$ cat src/logic/jtag_prog_pkg.sv
package jtag_prog_pkg;

  // Link timing
  localparam int IR_LEN = 4;
  localparam int TCK_HALF_CYCLES = 4;
  localparam int PAGE_GAP_TCK = 11;
  localparam int DONE_BIT = 9;

  // Enable keys
  localparam logic [15:0] ENABLE_KEY = 16'hA370;
  localparam logic [15:0] DISABLE_KEY = 16'h0000;

  // Whole command words
  localparam logic [14:0] W_LOCK_ENTER = 15'h2320;
  localparam logic [14:0] W_FUSE_WR_ENTER = 15'h2340;
  localparam logic [14:0] W_FUSE_RD_ENTER = 15'h2304;
  localparam logic [14:0] W_SIG_ENTER = 15'h2308;
  localparam logic [14:0] W_NOP = 15'h2300;
  localparam logic [14:0] W_COMMIT_HOLD = 15'h3300;
  localparam logic [14:0] W_COMMIT_GO = 15'h3100;
  localparam logic [14:0] W_EXT_A = 15'h3A00;
  localparam logic [14:0] W_EXT_B = 15'h3B00;
  localparam logic [14:0] W_HIGH_A = 15'h3E00;
  localparam logic [14:0] W_HIGH_B = 15'h3F00;
  localparam logic [14:0] W_LOW_A = 15'h3200;
  localparam logic [14:0] W_LOW_B = 15'h3300;
  localparam logic [14:0] W_LOCK_A = 15'h3600;
  localparam logic [14:0] W_LOCK_B = 15'h3700;

  // Upper command bits of words carrying a byte
  localparam logic [6:0] HI_ADDR_EXT = 7'h0B;
  localparam logic [6:0] HI_ADDR_HIGH = 7'h07;
  localparam logic [6:0] HI_ADDR_LOW = 7'h03;
  localparam logic [6:0] HI_DATA_LOW = 7'h13;
  localparam logic [1:0] LOCK_PAD = 2'h3;

  // Register map
  localparam logic [7:0] REG_CTRL = 8'h00;
  localparam logic [7:0] REG_ARG = 8'h04;
  localparam logic [7:0] REG_RAW = 8'h08;
  localparam logic [7:0] REG_RESULT = 8'h0C;
  localparam logic [7:0] REG_LAST = 8'h10;
  localparam logic [7:0] REG_PAGE = 8'h14;

  // Control and status fields
  localparam int CTRL_OP_LSB = 0;
  localparam int CTRL_OP_W = 5;
  localparam int CTRL_WAIT_BIT = 8;
  localparam int ST_BUSY = 0;
  localparam int ST_PROG = 1;
  localparam int ST_PLOAD = 2;
  localparam int ST_PREAD = 3;
  localparam int ST_DONE = 4;
  localparam int ST_ERR = 5;
  localparam int ST_TIMEOUT = 6;

  typedef enum logic [1:0] {K_IR, K_DR, K_POLL, K_END} step_kind_type;

  typedef struct packed {
    step_kind_type kind;
    logic [4:0] len;
    logic [15:0] data;
    logic [4:0] idle;
  } step_type;

  typedef enum logic [4:0] {
    OP_ENTER = 5'h00,
    OP_LEAVE = 5'h01,
    OP_NOP = 5'h02,
    OP_ERASE = 5'h03,
    OP_LOCK_WRITE = 5'h04,
    OP_FUSE_LOW_WRITE = 5'h05,
    OP_READ_EXT = 5'h06,
    OP_READ_HIGH = 5'h07,
    OP_READ_LOW = 5'h08,
    OP_READ_LOCK = 5'h09,
    OP_READ_ALL = 5'h0A,
    OP_SIGNATURE = 5'h0B,
    OP_CALIB = 5'h0C,
    OP_RAW = 5'h0D,
    OP_PAGE_ADDR = 5'h0E,
    OP_PAGE_LOAD = 5'h0F,
    OP_PAGE_READ = 5'h10,
    OP_PAGE_BYTE = 5'h11
  } op_type;

  typedef enum logic [1:0] {
    Q_IDLE = 2'b00,
    Q_ISSUE = 2'b01,
    Q_SCAN = 2'b11,
    Q_TIMER = 2'b10
  } seq_state_type;

  typedef enum logic [2:0] {
    E_RESET = 3'b000,
    E_IDLE = 3'b001,
    E_HEAD = 3'b011,
    E_SHIFT = 3'b010,
    E_TAIL = 3'b110,
    E_RTI = 3'b111
  } engine_state_type;

endpackage : jtag_prog_pkg

$ cat src/logic/scan_if.sv
`timescale 1ns/1ps
interface scan_if;
  logic start;
  logic is_ir;
  logic [4:0] len;
  logic [15:0] data;
  logic [4:0] idle;
  logic done;
  logic [15:0] tdo_word;
  logic tck;
  logic tms;
  logic tdi;
  logic tdo;
  modport engine (input start, is_ir, len, data, idle, tdo, output done, tdo_word, tck, tms, tdi);
  modport seq (output start, is_ir, len, data, idle, tdo, input done, tdo_word, tck, tms, tdi);
endinterface : scan_if

$ cat src/logic/jtag_nvm_programmer.sv
`timescale 1ns/1ps
module jtag_nvm_programmer
  import jtag_prog_pkg::*;
#(
  parameter int TCK_HALF = TCK_HALF_CYCLES,
  parameter int POLL_LIMIT = 256,
  parameter int WAIT_CYCLES = 20000,
  parameter int WORD_INDEX_BITS = 7,
  parameter logic [3:0] IR_CORE_RESET = 4'h1,
  parameter logic [3:0] IR_PROGRAMMING_ENABLE_INSTR = 4'h2,
  parameter logic [3:0] IR_COMMAND_MODE = 4'h3,
  parameter logic [3:0] IR_PAGE_LOAD = 4'h4,
  parameter logic [3:0] IR_PAGE_READ = 4'h5,
  parameter logic [14:0] W_ERASE_START = 15'h0001,
  parameter logic [14:0] W_ERASE_GO = 15'h0002,
  parameter logic [14:0] W_ERASE_POLL = 15'h0003
)(
  // Clock and reset
  input wire logic core_clk,
  input wire logic nrst,
  input wire logic ce,
  // Register port
  input wire logic [7:0] addr,
  input wire logic [31:0] wdata,
  input wire logic wr,
  input wire logic rd,
  output logic [31:0] rdata,
  // Link pins
  output logic tck,
  output logic tms,
  output logic tdi,
  input wire logic tdo
);

  scan_if sc ();

  seq_state_type qstate;
  op_type op_r;
  op_type req_op;
  step_type cur;
  logic wait_r;
  logic [3:0] idx;
  logic [15:0] poll_cnt;
  logic [31:0] timer;
  logic [7:0] arg;
  logic [14:0] raw;
  logic [31:0] result;
  logic [15:0] last_word;
  logic [31:0] status;
  logic prog_mode;
  logic page_load;
  logic page_read;
  logic done_flag;
  logic err;
  logic timeout;
  logic req;
  logic accept;
  logic scan_done;
  logic poll_miss;
  logic poll_last;
  logic timer_end;

  function automatic step_type ir_step(input logic [3:0] code);
    ir_step = '{kind: K_IR, len: 5'(IR_LEN), data: {12'h000, code}, idle: 5'h00};
  endfunction : ir_step

  function automatic step_type dr_step(input logic [4:0] n, input logic [15:0] d, input logic [4:0] gap);
    dr_step = '{kind: K_DR, len: n, data: d, idle: gap};
  endfunction : dr_step

  function automatic step_type word_step(input logic [14:0] w);
    word_step = dr_step(5'h0F, {1'b0, w}, 5'h00);
  endfunction : word_step

  function automatic step_type poll_step(input logic [14:0] w);
    poll_step = '{kind: K_POLL, len: 5'h0F, data: {1'b0, w}, idle: 5'h00};
  endfunction : poll_step

  function automatic logic op_legal(input op_type op, input logic pm, input logic pl, input logic pr);
    case (op)
      OP_ENTER, OP_LEAVE: op_legal = 1'b1;
      OP_PAGE_BYTE: op_legal = pm && (pl || pr);
      default: op_legal = pm;
    endcase
  endfunction : op_legal

  function automatic step_type step_at(input op_type op, input logic [3:0] i, input logic [7:0] a,
                                       input logic [14:0] r);
    step_type s;
    logic [15:0] pa;
    s = '{kind: K_END, len: 5'h00, data: 16'h0000, idle: 5'h00};
    pa = {1'b0, r} & ~16'((17'h1_0000 >> (16 - WORD_INDEX_BITS)) - 17'h0_0001);
    if (i == 4'h0) begin
      s = ir_step(IR_COMMAND_MODE);
    end
    case (op)
      OP_ENTER: begin
        case (i)
          4'h0: s = ir_step(IR_CORE_RESET);
          4'h1: s = dr_step(5'h01, 16'h0001, 5'h00);
          4'h2: s = ir_step(IR_PROGRAMMING_ENABLE_INSTR);
          4'h3: s = dr_step(5'h10, ENABLE_KEY, 5'h00);
          default: s.kind = K_END;
        endcase
      end
      OP_LEAVE: begin
        case (i)
          4'h0: s = ir_step(IR_COMMAND_MODE);
          4'h1: s = word_step(W_NOP);
          4'h2: s = word_step(W_COMMIT_HOLD);
          4'h3: s = ir_step(IR_PROGRAMMING_ENABLE_INSTR);
          4'h4: s = dr_step(5'h10, DISABLE_KEY, 5'h00);
          4'h5: s = ir_step(IR_CORE_RESET);
          4'h6: s = dr_step(5'h01, 16'h0000, 5'h00);
          default: s.kind = K_END;
        endcase
      end
      OP_NOP: begin
        if (i == 4'h1) s = word_step(W_NOP);
        if (i == 4'h2) s = word_step(W_COMMIT_HOLD);
      end
      OP_ERASE: begin
        if (i == 4'h1 || i == 4'h3) s = word_step(W_ERASE_START);
        if (i == 4'h2) s = word_step(W_ERASE_GO);
        if (i == 4'h4) s = poll_step(W_ERASE_POLL);
      end
      OP_LOCK_WRITE, OP_FUSE_LOW_WRITE: begin
        case (i)
          4'h0: s = ir_step(IR_COMMAND_MODE);
          4'h1: s = word_step(op == OP_LOCK_WRITE ? W_LOCK_ENTER : W_FUSE_WR_ENTER);
          4'h2: s = word_step(op == OP_LOCK_WRITE ? {HI_DATA_LOW, LOCK_PAD, a[5:0]} : {HI_DATA_LOW, a});
          4'h3: s = word_step(W_COMMIT_HOLD);
          4'h4: s = word_step(W_COMMIT_GO);
          4'h5: s = word_step(W_COMMIT_HOLD);
          4'h6: s = poll_step(W_COMMIT_HOLD);
          default: s.kind = K_END;
        endcase
      end
      OP_READ_EXT, OP_READ_HIGH, OP_READ_LOW, OP_READ_LOCK, OP_READ_ALL: begin
        case (i)
          4'h0: s = ir_step(IR_COMMAND_MODE);
          4'h1: s = word_step(W_FUSE_RD_ENTER);
          4'h2: begin
            case (op)
              OP_READ_HIGH: s = word_step(W_HIGH_A);
              OP_READ_LOW: s = word_step(W_LOW_A);
              OP_READ_LOCK: s = word_step(W_LOCK_A);
              default: s = word_step(W_EXT_A);
            endcase
          end
          4'h3: begin
            case (op)
              OP_READ_EXT: s = word_step(W_EXT_B);
              OP_READ_HIGH: s = word_step(W_HIGH_B);
              OP_READ_LOW: s = word_step(W_LOW_B);
              OP_READ_LOCK: s = word_step(W_LOCK_B);
              default: s = word_step(W_HIGH_A);
            endcase
          end
          4'h4: if (op == OP_READ_ALL) s = word_step(W_LOW_A);
          4'h5: if (op == OP_READ_ALL) s = word_step(W_LOCK_A);
          4'h6: if (op == OP_READ_ALL) s = word_step(W_LOCK_B);
          default: s.kind = K_END;
        endcase
      end
      OP_SIGNATURE, OP_CALIB: begin
        if (i == 4'h1) s = word_step(W_SIG_ENTER);
        if (i == 4'h2) s = word_step({HI_ADDR_LOW, a});
        if (i == 4'h3) s = word_step(op == OP_SIGNATURE ? W_LOW_A : W_LOCK_A);
        if (i == 4'h4) s = word_step(op == OP_SIGNATURE ? W_LOW_B : W_LOCK_B);
      end
      OP_RAW: begin
        if (i == 4'h1) s = word_step(r);
      end
      OP_PAGE_ADDR: begin
        if (i == 4'h1) s = word_step({HI_ADDR_EXT, 8'h00});
        if (i == 4'h2) s = word_step({HI_ADDR_HIGH, pa[15:8]});
        if (i == 4'h3) s = word_step({HI_ADDR_LOW, pa[7:0]});
      end
      OP_PAGE_LOAD: begin
        if (i == 4'h0) s = ir_step(IR_PAGE_LOAD);
      end
      OP_PAGE_READ: begin
        if (i == 4'h0) s = ir_step(IR_PAGE_READ);
      end
      OP_PAGE_BYTE: begin
        s.kind = K_END;
        if (i == 4'h0) s = dr_step(5'h08, {8'h00, a}, 5'(PAGE_GAP_TCK));
      end
      default: s.kind = K_END;
    endcase
    step_at = s;
  endfunction : step_at

  jtag_scan_engine #(
    .TCK_HALF(TCK_HALF)
  ) u_engine (
    .core_clk(core_clk),
    .nrst(nrst),
    .ce(ce),
    .sc(sc.engine)
  );

  assign sc.tdo = tdo;
  assign tck = sc.tck;
  assign tms = sc.tms;
  assign tdi = sc.tdi;

  assign cur = step_at(op_r, idx, arg, raw);
  assign req = wr && (addr == REG_CTRL || addr == REG_PAGE);
  assign accept = req && qstate == Q_IDLE && op_legal(req_op, prog_mode, page_load, page_read);
  assign scan_done = qstate == Q_SCAN && sc.done;
  assign poll_miss = scan_done && cur.kind == K_POLL && !sc.tdo_word[DONE_BIT];
  assign poll_last = poll_cnt == 16'(POLL_LIMIT - 1);
  assign timer_end = qstate == Q_TIMER && timer == 32'(WAIT_CYCLES - 1);

  always_comb begin
    req_op = op_type'(wdata[CTRL_OP_LSB +: CTRL_OP_W]);
    if (addr == REG_PAGE) begin
      req_op = OP_PAGE_BYTE;
    end
  end

  always_comb begin
    status = 32'h0000_0000;
    status[ST_BUSY] = qstate != Q_IDLE;
    status[ST_PROG] = prog_mode;
    status[ST_PLOAD] = page_load;
    status[ST_PREAD] = page_read;
    status[ST_DONE] = done_flag;
    status[ST_ERR] = err;
    status[ST_TIMEOUT] = timeout;
  end

  // Argument registers
  always_ff @(posedge core_clk or negedge nrst) begin
    if (!nrst) begin
      arg <= 8'h00;
      raw <= 15'h0000;
    end else if (ce && wr && qstate == Q_IDLE) begin
      if (addr == REG_ARG || addr == REG_PAGE) begin
        arg <= wdata[7:0];
      end
      if (addr == REG_RAW) begin
        raw <= wdata[14:0];
      end
    end
  end

  // Step sequencer
  always_ff @(posedge core_clk or negedge nrst) begin
    if (!nrst) begin
      qstate <= Q_IDLE;
      op_r <= OP_NOP;
      wait_r <= 1'b0;
      idx <= 4'h0;
      poll_cnt <= 16'h0000;
      timer <= 32'h0000_0000;
      sc.start <= 1'b0;
      sc.is_ir <= 1'b0;
      sc.len <= 5'h00;
      sc.data <= 16'h0000;
      sc.idle <= 5'h00;
    end else if (ce) begin
      sc.start <= 1'b0;
      case (qstate)
        Q_IDLE: begin
          if (accept) begin
            op_r <= req_op;
            wait_r <= (addr == REG_CTRL) && wdata[CTRL_WAIT_BIT];
            idx <= 4'h0;
            poll_cnt <= 16'h0000;
            qstate <= Q_ISSUE;
          end
        end
        Q_ISSUE: begin
          if (cur.kind == K_END) begin
            qstate <= Q_IDLE;
          end else if (cur.kind == K_POLL && wait_r) begin
            timer <= 32'h0000_0000;
            qstate <= Q_TIMER;
          end else begin
            sc.start <= 1'b1;
            sc.is_ir <= cur.kind == K_IR;
            sc.len <= cur.len;
            sc.data <= cur.data;
            sc.idle <= cur.idle;
            qstate <= Q_SCAN;
          end
        end
        Q_SCAN: begin
          if (poll_miss) begin
            poll_cnt <= poll_cnt + 16'h0001;
            qstate <= poll_last ? Q_IDLE : Q_ISSUE;
          end else if (scan_done) begin
            idx <= idx + 4'h1;
            qstate <= Q_ISSUE;
          end
        end
        Q_TIMER: begin
          timer <= timer + 32'h0000_0001;
          if (timer_end) begin
            idx <= idx + 4'h1;
            qstate <= Q_ISSUE;
          end
        end
        default: qstate <= Q_IDLE;
      endcase
    end
  end

  // Results, flags and mode tracking
  always_ff @(posedge core_clk or negedge nrst) begin
    if (!nrst) begin
      prog_mode <= 1'b0;
      page_load <= 1'b0;
      page_read <= 1'b0;
      done_flag <= 1'b0;
      err <= 1'b0;
      timeout <= 1'b0;
      result <= 32'h0000_0000;
      last_word <= 16'h0000;
    end else if (ce) begin
      if (req && !accept) begin
        err <= 1'b1;
      end else if (accept) begin
        err <= 1'b0;
        timeout <= 1'b0;
        done_flag <= 1'b0;
      end
      if (scan_done) begin
        last_word <= sc.tdo_word;
        if (cur.kind == K_DR) begin
          result <= {result[23:0], sc.tdo_word[7:0]};
        end
        if (cur.kind == K_POLL) begin
          done_flag <= sc.tdo_word[DONE_BIT];
        end
      end
      if (poll_miss && poll_last) begin
        timeout <= 1'b1;
      end
      // timed wait stands for the poll
      if (timer_end) begin
        done_flag <= 1'b1;
      end
      if (qstate == Q_ISSUE && cur.kind == K_END) begin
        case (op_r)
          OP_ENTER: prog_mode <= 1'b1;
          OP_LEAVE: prog_mode <= 1'b0;
          OP_PAGE_LOAD: page_load <= 1'b1;
          OP_PAGE_READ: page_read <= 1'b1;
          OP_PAGE_BYTE: prog_mode <= prog_mode;
          default: begin
            page_load <= 1'b0;
            page_read <= 1'b0;
          end
        endcase
        if (op_r == OP_LEAVE || op_r == OP_PAGE_LOAD) begin
          page_read <= 1'b0;
        end
        if (op_r == OP_LEAVE || op_r == OP_PAGE_READ) begin
          page_load <= 1'b0;
        end
      end
    end
  end

  // Register read port
  always_ff @(posedge core_clk or negedge nrst) begin
    if (!nrst) begin
      rdata <= 32'h0000_0000;
    end else if (ce) begin
      rdata <= 32'h0000_0000;
      if (rd) begin
        case (addr)
          REG_CTRL: rdata <= status;
          REG_ARG: rdata <= {24'h00_0000, arg};
          REG_RAW: rdata <= {17'h0_0000, raw};
          REG_RESULT: rdata <= result;
          REG_LAST: rdata <= {16'h0000, last_word};
          default: rdata <= 32'h0000_0000;
        endcase
      end
    end
  end

endmodule : jtag_nvm_programmer

$ cat src/logic/jtag_scan_engine.sv
`timescale 1ns/1ps
module jtag_scan_engine
  import jtag_prog_pkg::*;
#(
  parameter int TCK_HALF = TCK_HALF_CYCLES
)(
  // Clock and reset
  input wire logic core_clk,
  input wire logic nrst,
  input wire logic ce,
  // Scan request and pins
  scan_if.engine sc
);

  engine_state_type state;
  logic [7:0] half;
  logic tdo_meta;
  logic tdo_sync;
  logic fall;
  logic pend;
  logic is_ir;
  logic [4:0] cnt;
  logic [4:0] len;
  logic [4:0] idle;
  logic [15:0] data;
  logic [15:0] word;

  assign fall = sc.tck && (half == 8'(TCK_HALF - 1));

  // Pin synchroniser
  always_ff @(posedge core_clk or negedge nrst) begin
    if (!nrst) begin
      tdo_meta <= 1'b0;
      tdo_sync <= 1'b0;
    end else if (ce) begin
      tdo_meta <= sc.tdo;
      tdo_sync <= tdo_meta;
    end
  end

  // Link clock divider, parked low when idle
  always_ff @(posedge core_clk or negedge nrst) begin
    if (!nrst) begin
      half <= 8'h00;
      sc.tck <= 1'b0;
    end else if (ce) begin
      if (state == E_IDLE && !sc.tck) begin
        half <= 8'h00;
      end else if (half == 8'(TCK_HALF - 1)) begin
        half <= 8'h00;
        sc.tck <= !sc.tck;
      end else begin
        half <= half + 8'h01;
      end
    end
  end

  // Request kept while the walk from reset runs
  always_ff @(posedge core_clk or negedge nrst) begin
    if (!nrst) begin
      pend <= 1'b0;
    end else if (ce) begin
      if (state == E_IDLE) begin
        pend <= 1'b0;
      end else if (sc.start) begin
        pend <= 1'b1;
      end
    end
  end

  // TAP walk, pins change at the falling edge
  always_ff @(posedge core_clk or negedge nrst) begin
    if (!nrst) begin
      state <= E_RESET;
      cnt <= 5'h00;
      is_ir <= 1'b0;
      len <= 5'h00;
      idle <= 5'h00;
      data <= 16'h0000;
      word <= 16'h0000;
      sc.tms <= 1'b1;
      sc.tdi <= 1'b0;
      sc.done <= 1'b0;
      sc.tdo_word <= 16'h0000;
    end else if (ce) begin
      sc.done <= 1'b0;
      if (state == E_IDLE) begin
        if (sc.start || pend) begin
          is_ir <= sc.is_ir;
          len <= sc.len;
          idle <= sc.idle;
          data <= sc.data;
          word <= 16'h0000;
          cnt <= 5'h00;
          state <= E_HEAD;
        end
      end else if (fall) begin
        case (state)
          E_RESET: begin
            cnt <= cnt + 5'h01;
            if (cnt == 5'h04) begin
              sc.tms <= 1'b0;
            end
            if (cnt == 5'h05) begin
              cnt <= 5'h00;
              // Park tms high for the next scan
              sc.tms <= 1'b1;
              state <= E_IDLE;
            end
          end
          E_HEAD: begin
            if (cnt == (is_ir ? 5'h03 : 5'h02)) begin
              cnt <= 5'h00;
              sc.tms <= (len == 5'h01);
              sc.tdi <= data[0];
              state <= E_SHIFT;
            end else begin
              cnt <= cnt + 5'h01;
              sc.tms <= (cnt == 5'h00) && is_ir;
            end
          end
          E_SHIFT: begin
            word[cnt[3:0]] <= tdo_sync;
            if (cnt == len - 5'h01) begin
              sc.tms <= 1'b1;
              sc.tdi <= 1'b0;
              state <= E_TAIL;
            end else begin
              cnt <= cnt + 5'h01;
              sc.tdi <= data[4'(cnt + 5'h01)];
              sc.tms <= (cnt + 5'h02 == len);
            end
          end
          E_TAIL: begin
            sc.tms <= 1'b0;
            cnt <= 5'h00;
            state <= E_RTI;
          end
          E_RTI: begin
            if (cnt == idle) begin
              sc.tms <= 1'b1;
              sc.done <= 1'b1;
              sc.tdo_word <= word;
              state <= E_IDLE;
            end else begin
              cnt <= cnt + 5'h01;
            end
          end
          default: begin
            state <= E_IDLE;
          end
        endcase
      end
    end
  end

endmodule : jtag_scan_engine

$ cat config.mk
export PLATFORM = sky130hd
export DESIGN_NAME = jtag_nvm_programmer
export DESIGN_NICKNAME = d
export VERILOG_FILES = /design/src/logic/jtag_prog_pkg.sv /design/src/logic/scan_if.sv /design/src/logic/jtag_nvm_programmer.sv /design/src/logic/jtag_scan_engine.sv
export SDC_FILE = /design/constraint.sdc
export NUM_CORES = 1
export LEC_CHECK = 0
export ABC_AREA = 1
export BUFFER_PORTS_ARGS = -buffer_cell sky130_fd_sc_hd__buf_2
export CORE_ASPECT_RATIO = 0.75
export CORE_MARGIN = 2
export CORE_UTILIZATION = 35
export CTS_CLUSTER_SIZE = 25
export DETAILED_ROUTE_END_ITERATION = 8
export GPL_TIMING_DRIVEN = 0
export MAX_ROUTING_LAYER = met4
export PLACE_DENSITY = 0.52
export RECOVER_POWER = 50
export REMOVE_ABC_BUFFERS = 1
export SETUP_SLACK_MARGIN = 0.15
export SKIP_LAST_GASP = 1
export SLEW_MARGIN = 20
export SYNTH_ARGS = -nofsm -noshare
export SYNTH_HDL_FRONTEND = slang
export SYNTH_SLANG_ARGS = --single-unit
$ cat constraint.sdc
create_clock -name core_clk -period 6.8 [get_ports core_clk]
set_input_delay 0.68 -clock core_clk [delete_from_list [all_inputs] [get_ports core_clk]]
set_output_delay 0.68 -clock core_clk [all_outputs]
set_load 0.01 [all_outputs]
# After elaboration in Yosys (flattened, before gate mapping)
# Index checks and enable logic that the tools add are counted.
op_classes:
  reduce_logical: 86
  order_cmp: 3
  eq_ne: 72
  n_mux: 119
  bitwise_logic: 4
  add_sub_neg: 7
op_table:
  columns: ["operator", "count"]
  rows:
  - ["$mux 28", 20]
  - ["$pmux 26 s7", 2]
  - ["$pmux 26 s12", 1]
  - ["$pmux 32 s5", 1]
  - ["$pmux 26 s5", 1]
  - ["$pmux 26 s4", 1]
  - ["$mux 16", 6]
  - ["$mux 32", 3]
  - ["$pmux 17 s4", 1]
  - ["$pmux 32 s2", 1]
  - ["$pmux 17 s3", 1]
  - ["$eq 5x4->1 const B", 8]
  - ["$mux 5", 8]
  - ["$add 32x1->32 const B", 1]
  - ["$eq 32x15->1 const B", 1]
  - ["$mux 1", 32]
  - ["$pmux 16 s2", 1]
  - ["$eq 5x3->1 const B", 6]
  - ["$pmux 5 s5", 1]
  - ["$mux 8", 3]
  - ["$pmux 2 s12", 1]
  - ["$reduce_and 3->1", 8]
  - ["$mux 11", 2]
  - ["$mux 3", 7]
  - ["other kinds (66)", 174]
word_totals:
  out_inout_bits: 35
  elab_cells: 329
  regBits: 279

# Logic depth before layout (Yosys ltp)
logic_depth:
  depth_word: 13
  depth_mapped: 18
  mapped_depth_nobuf: 17

# By module
# A second synthesis with hierarchy kept.
unflattened:
  hier_cells: 2084
  area_unflattened_um2: 15336.0
by_module_without_submodules:
  columns: ["module", "area_each_um2", "seq_area_each_um2", "cells_per_inst", "instances"]
  rows:
  - ["jtag_nvm_programmer", 10910.5, 4830.9, 1466, 1]
  - ["jtag_scan_engine", 4425.5, 2053.2, 618, 1]

# Least setup slack after synthesis
# OpenSTA, ideal clock, no wires.
synth_timing:
  kind: "in2reg"
  start: "input port addr[6]"
  end: "register idx[2]"
  cell_stages: 14
  path_slack_ps: 4349
  n_path_buf: 0
  t_required_ps: 6683
  setup_ps: 117
  t_arrival_ps: 2333
  path_cell_list: "inv_1 nand2_1 nor3_2 nand2_1 nand2_1 nand2_1 nor2_1 nand3_1 a21oi_4 nand2_1 clkinv_1 nand3_1 nand2_1 nand2_1"
synth_between:
  elab_chain_len: 8
synth_rtl:
  columns: ["item", "line_no", "rtl"]
  rows:
  - ["start, declared", "jtag_nvm_programmer.sv:23", "input wire logic [7:0] addr,"]
  - ["$eq 8x5->1", "jtag_nvm_programmer.sv:210, jtag_nvm_programmer.sv:219", null]
  - ["$mux 5", "jtag_nvm_programmer.sv:219", "if (addr == REG_PAGE) begin"]
  - ["$eq 5x1->1 or $logic_not 5->1 (tied branches)", "jtag_nvm_programmer.sv:80", "case (op)"]
  - ["$reduce_or 2->1", "jtag_nvm_programmer.sv:80", null]
  - ["$pmux 1 s2", "jtag_nvm_programmer.sv:80", null]
  - ["$logic_and 1x1->1 (*)", "jtag_nvm_programmer.sv:211", "assign accept = req && qstate == Q_IDLE && op_legal(req_op, prog_mode, page_load, page_read);"]
  - ["$ne 2x2->1 (no line) (*)", null, null]
  - ["$reduce_and 6->1 (no line) (*)", null, null]
  - ["end signal, assigned", "jtag_nvm_programmer.sv:296", "idx <= idx + 4'h1;"]
  - ["end signal, assigned", "jtag_nvm_programmer.sv:303", "idx <= idx + 4'h1;"]
  - ["end, declared", "jtag_nvm_programmer.sv:42", "logic [3:0] idx;"]
# Every way passes the cells marked *; elsewhere a longest branch is shown, timed or not.
# A chain may end at the register's enable or synchronous reset.

==> qor.yml <==
coreArea_mm2: 0.04188
rr_worst_depth: 15
synth_top_area_share: 0.4552
syn_area_per_cell_um2: 7.766
grt_pass1_wl_um: 71170
peakVddDrop_mv: 0.1870
drv_slew: 109
dieArea_mm2: 0.04393
internal_power_w: 0.002813
fmaxAchievable_mhz: 228.2
vias: 12910
skew_ps: 20.40
worst_slack_ps: 2418
vias_per_cell: 5.086
ys_ff_latch: 271
ys_types: 57
fin_nets: 2009
critPathLaunchType: "input port"
status: "finished, violations left"
rsz0062_at_grt: "no"
p_sw_frac: 0.2780
start_util: 0.3530
pwr-share-seq: 0.457
synth-seq-area-share: 0.4588
tightest_slew_ps: 2243
cp_max_fo: 75
finalCritPeriodShare: 0.6445
grt_max_degree: 99
final-hold-violation-count: 0
wirelength_um: 43860
design_area_mm2: 0.01666
cts-root-buf: "clkbuf_16"
htree_levels: 1
violations: "max-capacitance violations, max-slew violations"
yosys_warnings: 0
clock_latency_ps: 580
ioPinCount: 81
grtUsageTotal: 0.2113
crit_type: "input port to asynchronous set/reset pin"
chipWidth_um: 241.3
cap_violations: 2
end_kind: "asynchronous set/reset pin"
cts_sinks: 271
fp.dieH_um: 182.0
hold_depth: 3
remaining_drc_errors: 0
required_ps: 7120
slew_headroom: -0.4952
hp-class: "input port to flip-flop"
antenna_cells: 0
synthTopCellsByArea: "dfrtp_1 (46%), nand2_1 (12%), inv_1 (6.1%)"
clock_power_share: 0.419
hpwl_um: 32280
combinationalPowerShare: 0.124
power.density_mw_per_mm2: 233.9
grt-ovfl-total: 0
critPathArrivalTime_ps: 4700
ant_nets: 0
antenna_found_initial: 0
portBuffers: 63
first_pass_iters: 6
power_switching_w: 0.001084
synth_area_leader_cell: "dfrtp_1"
areaGrowthSynthToFinish_pct: 12.68
clockBufferDepth: 3
dp_slack_ps: 3116
post-route-min-period_ps: 4382
setup_viol: 0
leakage_nw: 7.609
synthArstFlopShare: 1.000
cts_made_buffers: 30
drt_iter0_drc: 1204
synth-main-ff-cell: "dfrtp_1"
placed_cell_area_mm2: 0.01572
wl_per_cell_um: 17.28
cts_tree: "built"
synth-edff-count: 0
cts_setup_buffers: 0
grt_pass1_vias: 12480
gp_congestion: 0.9144
cts.clk_slew.worst_paths_ps: 60
synth_area_mm2: 0.01479
drive_gt1_frac: 0.08939
synth_cells: 1904
row_count: 65
-- worst max-delay path: stages --
cell           delay, ps
dlygate4sd3_1        520
clkbuf_1            1590
buf_16               360
clkbuf_2            1400
-- power groups by stage --
stage,clock network [W],registers [W],logic [W]
2_1_floorplan,0,0.00178,0.000322
3_3_place_gp,0,0.00181,0.000464
3_5_place_dp,0,0.00181,0.000484
4_1_cts,0.00168,0.00178,0.000486
5_1_grt,0.00175,0.00179,0.000563
6_report,0.00163,0.00178,0.000482
-- state kept, by name (all words and copies together) (netlist names), 15 cells and up, named ones only --
signal	cells
sc.data	16
result	32
u_engine.data	16
rdata	32
raw	15
timer	32
poll_cnt	16
u_engine.word	16
u_engine.sc.tdo_word	16
last_word	16
-- area by class of cell --
cell class	instances	area [um^2]
Fill cell	4386	25220
Multi-Input combinational cell	1326	6827
Inverter	246	923.4
Tap cell	569	711.9
Timing Repair Buffer	70	432.9
Sequential cell	271	6784
Clock buffer	45	857.1
Clock inverter	11	125.1
-- through the flow --
step / TNS (ps) / std cells / total power (W) / util / hold WS, ps
floorplan: 0 / 1843 / 0.002104 / - / 384.4
detailed placement: 0 / 2481 / 0.002291 / 0.3753 / 468.7
CTS: 0 / 2538 / 0.003943 / 0.3990 / 278.6
finish: 0 / 2538 / 0.003897 / 0.3978 / 306.0
global placement: -72990 / 2475 / 0.002270 / 0.3711 / 457.0
global route: 0 / 2538 / 0.004103 / 0.3978 / 318.4
-- cell usage after synthesis (all sizes together), types with 9 or more instances --
library cell    n
nor3           38
dfrtp         269
o22ai          39
inv           243
xnor2          15
mux2           10
a32o           19
or2            30
nand3          85
nand4          23
buf            20
xor2           42
ha             18
nor4           12
a21oi          72
nand2         469
o2111ai         9
o21ai         217
nor2          177
clkbuf         41
-- repair_timing --
item	in CTS	in global routing
endpoints found under the hold margin	32	0
gates resized for setup	0	0
hold buffers	1	0
-- metal layers --
metal	vias to the layer above	GRT usage	routed length (um)
met3	56	0.02569	1898
li1	6369	-	-
met4	0	0.05235	1028
met1	6157	0.3238	23220
met2	327	0.2916	17720
met5	-	-	0
-- worst paths after layout --
check,slack (ps),end,start
worst max register to register,3130,sc.data[3],idx[0]
min in group asynchronous,1320,timer[2],nrst
worst max-delay path,2420,u_engine.state[2],nrst
worst min register to register,480,u_engine.tdo_meta,u_engine.tdo_meta
worst min-delay path,310,u_engine.tdo_meta,tdo
max in group core_clk,2720,result[30],ce
-- cells in the final DEF, fill, tap and decap left out, types with 30 or more instances in the layout --
cell / instances
nor3_1: 37
nand2_1: 457
xor2_1: 42
o22ai_1: 39
dfrtp_1: 269
buf_2: 47
o21ai_1: 39
o21ai_0: 175
a21oi_1: 71
clkbuf_16: 30
or2_2: 30
inv_1: 239
nand3_1: 81
nor2_1: 168
-- cells by family after synthesis --
family                     count (synthesis)  synth area share
and+or+nand+nor                          845            0.2472
AOI/OAI and AO/OA                        396            0.1566
buffers and inverters                    307           0.08081
DFF                                      271            0.4588
xor gates and xnor gates                  57           0.03376
adders and majority gates                 18           0.01523
muxes                                     10          0.007616
Power figures use the tool's default switching activity.
